$ cat src/inc/vca_map.vh
// register map and field constants of the channel arbitration register bank
`ifndef VCA_MAP_VH
`define VCA_MAP_VH

`define VCA_OFS_CAP_TWO 12'h148
`define VCA_OFS_CTRL_STAT 12'h14C
`define VCA_OFS_RES_CAP_ZERO 12'h150

`define VCA_ARB_CAP_ON 8'h03
`define VCA_ARB_CAP_OFF 8'h00
`define VCA_TBL_OFS_ON 8'h03
`define VCA_TBL_OFS_OFF 8'h00
`define VCA_PORT_ARB_CAP 8'h19
`define VCA_PORT_TBL_OFS 8'h04
`define VCA_MAX_SLOTS_RST 7'h7F
`define VCA_SEL_RST 3'h0
`define VCA_SEL_MAX_VALID 3'h1

`define VCA_LOAD_BIT 0
`define VCA_SEL_LSB 1
`define VCA_SEL_MSB 3
`define VCA_STAT_BIT 16
`define VCA_SLOTS_LSB 16
`define VCA_SLOTS_MSB 22
`define VCA_HI_LSB 24
`define VCA_HI_MSB 31

`define VCA_LOAD_CYCLES 4'h4

`endif

$ cat src/vca_regs.v
// channel arbitration capability, control and status register bank
//
// Design decision made here: the Avalon-MM interface to the registers.
`timescale 1ns/10ps
`include "vca_map.vh"

// Operation
// - arbitration capability advertises round robin and 32-phase weighted.
// - capability and table offset reset to 03h if strap bit set, else 00h.
// - bits 31:24 of capability two give channel table offset in 16-byte units.
// - writing one to load bit adopts table; bit always reads zero.
// - select keeps only 0 or 1; other writes give default; resets 000b.
// - table status sets on table entry write, clears when load finishes.
// - port arbitration capability of channel zero resets to 19h.
// - advanced packet switching bit 14 reads zero.
// - snoop rejection bit 15 reads zero.
// - maximum time slots field resets 7Fh, may be replaced by autoload.
// - port table zero offset reads 04h in 16-byte units.
// - strap bit is sampled from second channel strap pin at reset release.
module vca_regs #(
    parameter LOAD_CYCLES = 4 // cycles hardware takes to adopt a table
) (
    input wire mclk, // 10 MHz clock
    input wire resetn, // asynchronous reset, active low
    input wire clk_en, // freezes all state while low
    input wire [11:0] avs_address, // byte address
    input wire avs_read, // read request
    input wire avs_write, // write request
    input wire [31:0] avs_writedata, // write data
    input wire [3:0] avs_byteenable, // byte lanes
    output reg [31:0] avs_readdata, // read data
    output reg avs_waitrequest, // high until answer
    input wire second_channel_strap, // strap pin, asynchronous
    input wire table_entry_write, // pulse: software wrote a table entry
    input wire slots_load_valid, // pulse: autoload value present
    input wire [6:0] slots_load_value, // autoloaded maximum time slots
    output reg table_load_busy, // hardware adopting the table
    output reg [2:0] arb_select, // active arbitration scheme
    output reg strap_bit // sampled extended channel count bit 0
);

    reg strap_meta_q;
    reg strap_sync_q;
    reg strap_taken_q;
    reg [1:0] strap_age_q;
    reg sel_q;
    reg stat_q;
    reg [3:0] load_cnt_q;
    reg [6:0] slots_q;
    reg ack_q;
    reg [31:0] rdata_d;
    wire hit;
    wire wr_go;
    wire load_req;
    wire load_done;

    function [31:0] cap_two_word;
        input s;
        begin
            cap_two_word = 32'h0000_0000;
            cap_two_word[7:0] =
                s ? `VCA_ARB_CAP_ON : `VCA_ARB_CAP_OFF;
            cap_two_word[`VCA_HI_MSB:`VCA_HI_LSB] =
                s ? `VCA_TBL_OFS_ON : `VCA_TBL_OFS_OFF;
        end
    endfunction

    assign hit = (avs_address == `VCA_OFS_CAP_TWO) ||
                 (avs_address == `VCA_OFS_CTRL_STAT) ||
                 (avs_address == `VCA_OFS_RES_CAP_ZERO);
    // a request is answered one cycle after it is seen
    assign wr_go = avs_write && !ack_q &&
                   (avs_address == `VCA_OFS_CTRL_STAT) && avs_byteenable[0];
    assign load_req = wr_go && avs_writedata[`VCA_LOAD_BIT];
    assign load_done = (load_cnt_q == 4'h1);

    // strap passes two flops; first flop read by the second only
    always @(posedge mclk or negedge resetn) begin
        if (!resetn) begin
            strap_meta_q <= 1'b0;
            strap_sync_q <= 1'b0;
            strap_taken_q <= 1'b0;
            strap_age_q <= 2'h0;
            strap_bit <= 1'b0;
        end else if (clk_en) begin
            strap_meta_q <= second_channel_strap;
            strap_sync_q <= strap_meta_q;
            // wait until the pin has crossed both flops before capturing
            if (strap_age_q != 2'h2)
                strap_age_q <= strap_age_q + 2'h1;
            else if (!strap_taken_q) begin
                strap_taken_q <= 1'b1;
                strap_bit <= strap_sync_q;
            end
        end
    end

    always @* begin
        rdata_d = 32'h0000_0000;
        case (avs_address)
            `VCA_OFS_CAP_TWO: rdata_d = cap_two_word(strap_bit);
            `VCA_OFS_CTRL_STAT: begin
                rdata_d[`VCA_SEL_MSB:`VCA_SEL_LSB] = {2'b00, sel_q};
                rdata_d[`VCA_STAT_BIT] = stat_q;
                // load bit stays zero on read
            end
            `VCA_OFS_RES_CAP_ZERO: begin
                rdata_d[7:0] = `VCA_PORT_ARB_CAP;
                // bits 14 and 15 left zero
                rdata_d[`VCA_SLOTS_MSB:`VCA_SLOTS_LSB] = slots_q;
                rdata_d[`VCA_HI_MSB:`VCA_HI_LSB] = `VCA_PORT_TBL_OFS;
            end
            default: rdata_d = 32'h0000_0000;
        endcase
    end

    always @(posedge mclk or negedge resetn) begin
        if (!resetn) begin
            ack_q <= 1'b0;
            avs_waitrequest <= 1'b1;
            avs_readdata <= 32'h0000_0000;
            sel_q <= 1'b0;
            stat_q <= 1'b0;
            load_cnt_q <= 4'h0;
            slots_q <= `VCA_MAX_SLOTS_RST;
            table_load_busy <= 1'b0;
            arb_select <= `VCA_SEL_RST;
        end else if (clk_en) begin
            ack_q <= (avs_read || avs_write) && !ack_q;
            avs_waitrequest <= !((avs_read || avs_write) && !ack_q);
            if (avs_read && !ack_q)
                avs_readdata <= hit ? rdata_d : 32'h0000_0000;
            if (wr_go) begin
                // values other than 0 or 1 fall back to default
                sel_q <= (avs_writedata[`VCA_SEL_MSB:`VCA_SEL_LSB] ==
                          `VCA_SEL_MAX_VALID);
            end
            if (load_req && load_cnt_q == 4'h0)
                load_cnt_q <= LOAD_CYCLES[3:0];
            else if (load_cnt_q != 4'h0)
                load_cnt_q <= load_cnt_q - 4'h1;
            table_load_busy <= (load_cnt_q > 4'h1) ||
                               (load_req && load_cnt_q == 4'h0);
            // set wins over clear
            if (table_entry_write)
                stat_q <= 1'b1;
            else if (load_done)
                stat_q <= 1'b0;
            if (load_done || (load_req && LOAD_CYCLES == 0))
                arb_select <= {2'b00, sel_q};
            if (slots_load_valid)
                slots_q <= slots_load_value;
        end
    end

endmodule // vca_regs

$ cat config.mk
export PLATFORM = sky130hd
export DESIGN_NAME = vca_regs
export DESIGN_NICKNAME = d
export VERILOG_FILES = /design/src/vca_regs.v
export VERILOG_INCLUDE_DIRS = /design/src /design/src/inc
export SDC_FILE = /design/constraint.sdc
export NUM_CORES = 1
export LEC_CHECK = 0
export ABC_AREA = 1
export BUFFER_PORTS_ARGS = -buffer_cell sky130_fd_sc_hd__buf_2
export CELL_PAD_IN_SITES_DETAIL_PLACEMENT = 1
export CELL_PAD_IN_SITES_GLOBAL_PLACEMENT = 2
export CORE_MARGIN = 5
export CORE_UTILIZATION = 27
export CTS_BUF_LIST = sky130_fd_sc_hd__clkbuf_8
export CTS_CLUSTER_SIZE = 24
export DETAILED_ROUTE_END_ITERATION = 10
export HOLD_SLACK_MARGIN = 0.06
export PLACE_DENSITY_LB_ADDON = 0.25
export SETUP_SLACK_MARGIN = 0.1
export SYNTH_ARGS = -nofsm -noshare
export SYNTH_HDL_FRONTEND = slang
export SYNTH_SLANG_ARGS = --single-unit
$ cat constraint.sdc
create_clock -name mclk -period 1.9 [get_ports mclk]
set_input_delay 0 -clock mclk [delete_from_list [all_inputs] [get_ports mclk]]
set_output_delay 0 -clock mclk [all_outputs]
set_load 0.05 [all_outputs]
==> out/results.ini <==
[outcome]
status=finished, final reports clean

[logic_synthesis]
synth_cells=220
yosys.area_share.simple=0.2675
ys_seq_elements=36
synth_commonest_cells=53 x nand2_1, 28 x dfrtp_1, 21 x buf_4, 19 x inv_1, 15 x nor2_1
synth_fa_ha_area_frac=0.01982
synth_compound_area_frac=0.06077
yosysWarnings=0
synth_most_common_cell=nand2_1
ys.flop_type=dfrtp_1
synthArstFlopShare=1.000
yosysSeqAreaShare=0.4808
muxShareOfSynthArea=0.005945
ys_types=32
syn_area_per_cell_sq_um=8.611
synth_edf_count=0
synthesis.area_sq_um=1894
yosysTopAreaCell=dfrtp_1
synthXorXnorAreaFrac=0.009247
yosysTopAreaCellShare=0.3699
synth_top_family_by_area=simple AND/OR/NAND/NOR gates
synthTopCellsByArea=dfrtp_1 37%, dfstp_2 11%, nand2_1 11%, buf_4 8.3%, inv_1 3.8%

[clocking]
ctsLongestPathBuffers=2
worstSkewPairLatency_ps=280
cts_buffers=5
h-tree-depth=2
tritoncts=built
clock_sinks=36
clk_pin_slew_ps=80
cts_resized=0
post_cts_buffers=0
cts_root_buf=clkbuf_8

[final_layout]
area_delta_synth_final_pct=25.16
final.fill_count=834
stdcell_area_sq_um=2371
final_cells=382
n_antenna_cell=0
nets=351
final_core_util=0.3490
drive_above_1_share=0.3217

[grt]
grt_pass1_wl_mm=7.272
grt.total_usage=0.1050
grt_max_degree=16
grt-ovfl-total=0
grt_pass1_vias=1510
antenna_found_initial=0

[worst_setup_path]
cp_max_fo=4
end_kind=flop
reg2reg_to=load_cnt_q[2]$_DFFE_PN0P_
worstPathRequired_ps=2130
startpoint_type=flop
worstReg2RegStart=load_cnt_q[0]$_DFFE_PN0P_
arrival_ps=1550
r2r_setup_slack_ps=580
r2r_cells=8
crit_type=flop to flop

[routing]
ant_nets=0
wl_per_cell_microns=11.68
drt_iter0_drc=42
first_pass_iters=4
routed_wl_mm=4.463
vias=1535
avgViaCountPerCell=4.018
route.detailed.drc=0

[placement]
place_inst=362
place_hpwl_mm=3.503
gp_congestion=0.7444
pre_cts_ws_ps=579.6
io_buffers=49
dpl_cell_area_sq_um=2163

[die]
ios=101
initial_utilization=0.2788
die_w_microns=93.76
fp.dieArea_sq_um=8791
core_area_sq_um=6794
core.rowCount=30
dieHeight_microns=93.76

[worst_hold_path]
min_to=sel_q$_DFFE_PN0P_
min_path_cells=6
hp-start=avs_writedata[3]
worstHoldPathType=input port to flop

[power]
leakagePower_nw=1.294
peakVddDrop_uv=383.8
total_power_mw=2.211
p_per_area_nw_per_um2=932.7

[sta]
post-route-period-util=0.6952
rsz0062_at_grt=no
fin_ws_ps=579.2
fmax_mhz=757.1
tns_ps=0
finalSetupViolations=0
fin_skew_ps=4.657
drv_slew=0
min_period_ps=1321
hold_viol_final=0
hold_ws_ps=87.24

[flow_run]
maxCapViolCount=0

-- kinds of logic after synthesis --
family	after synthesis
flops	36
simple gates	103
compound gates	22
fa+ha+maj	3
buf+inv	52
other cells	1
mux	1
xor+xnor	2
-- worst max-delay path: stages, from the launching register on --
cell and delay [ps]:
dfrtp_1 400, inv_1 120, ha_1 190, inv_1 70
nor3_2 170, nand2_2 100, nand2_2 100, nand2_1 60
nand2_1 50
-- area by class of cell --
| type | count | area (sq um) | area share |
|---|---|---|---|
| Timing Repair Buffer | 64 | 387.9 | 0.1636 |
| Sequential cell | 36 | 910.9 | 0.3842 |
| Inverter | 27 | 101.3 | 0.04274 |
| Clock inverter | 3 | 18.77 | 0.007916 |
| Multi-Input combinational cell | 151 | 763.2 | 0.3219 |
| Clock buffer | 5 | 68.82 | 0.02902 |
| Tap cell | 96 | 120.1 | 0.05066 |
-- cells in the final DEF (no fill, tap or decap), types with 4 or more instances in the layout --
| cell type | Yosys | final |
|---|---|---|
| nand2_1 | 53 | 53 |
| buf_2 | 2 | 49 |
| dfrtp_1 | 28 | 28 |
| conb_1 | 1 | 20 |
| inv_1 | 19 | 19 |
| nor2_1 | 15 | 15 |
| dlygate4sd3_1 | 0 | 12 |
| o21ai_1 | 10 | 10 |
| nand3_1 | 10 | 10 |
| inv_2 | 8 | 8 |
| dfstp_2 | 8 | 8 |
| a21oi_1 | 7 | 7 |
| nor2_2 | 5 | 5 |
| clkbuf_8 | 0 | 5 |
| nand2_2 | 4 | 4 |
| nand4_1 | 4 | 4 |
-- sequential cells by signal, summed over array words and instances (netlist names) --
| name | cells |
|---|---|
| ack_q | 1 |
| arb_select | 1 |
| avs_readdata | 13 |
| avs_waitrequest | 1 |
| load_cnt_q | 4 |
| sel_q | 1 |
| slots_q | 7 |
| stat_q | 1 |
| strap_age_q | 2 |
| strap_bit | 1 |
| strap_meta_q | 1 |
| strap_sync_q | 1 |
| strap_taken_q | 1 |
| table_load_busy | 1 |
-- worst max path at each step --
stage / depth (start not counted) / to / slack, ps / start
finish: 8 / load_cnt_q[2]$_DFFE_PN0P_ / 580 / load_cnt_q[0]$_DFFE_PN0P_
global route: 8 / load_cnt_q[3]$_DFFE_PN0P_ / 410 / load_cnt_q[0]$_DFFE_PN0P_
CTS: 8 / load_cnt_q[2]$_DFFE_PN0P_ / 560 / load_cnt_q[0]$_DFFE_PN0P_
detailed placement: 8 / load_cnt_q[2]$_DFFE_PN0P_ / 580 / ack_q$_DFFE_PN0P_
global placement: 8 / load_cnt_q[2]$_DFFE_PN0P_ / 570 / load_cnt_q[0]$_DFFE_PN0P_
floorplan: 7 / load_cnt_q[3]$_DFFE_PN0P_ / 730 / load_cnt_q[0]$_DFFE_PN0P_
-- power by group --
group          internal (mW)  switching (mW)  leakage (nW)
combinational          0.225           0.463         0.809
clock                  0.255           0.278        0.0479
sequential             0.907          0.0828         0.438
-- layer usage --
metal,vias up,global-route usage,wire [microns]
li1,778,-,-
met5,-,0,0
met1,719,0.1299,1943
met2,36,0.1750,2186
met4,0,0.02527,29
met3,2,0.03606,304
-- what timing repair did --
item | in CTS | in global routing
endpoints found under the hold margin | 43 | 0
hold buffers | 12 | 0
setup endpoints to repair | 0 | 0
(Power assumes the default switching activity.)
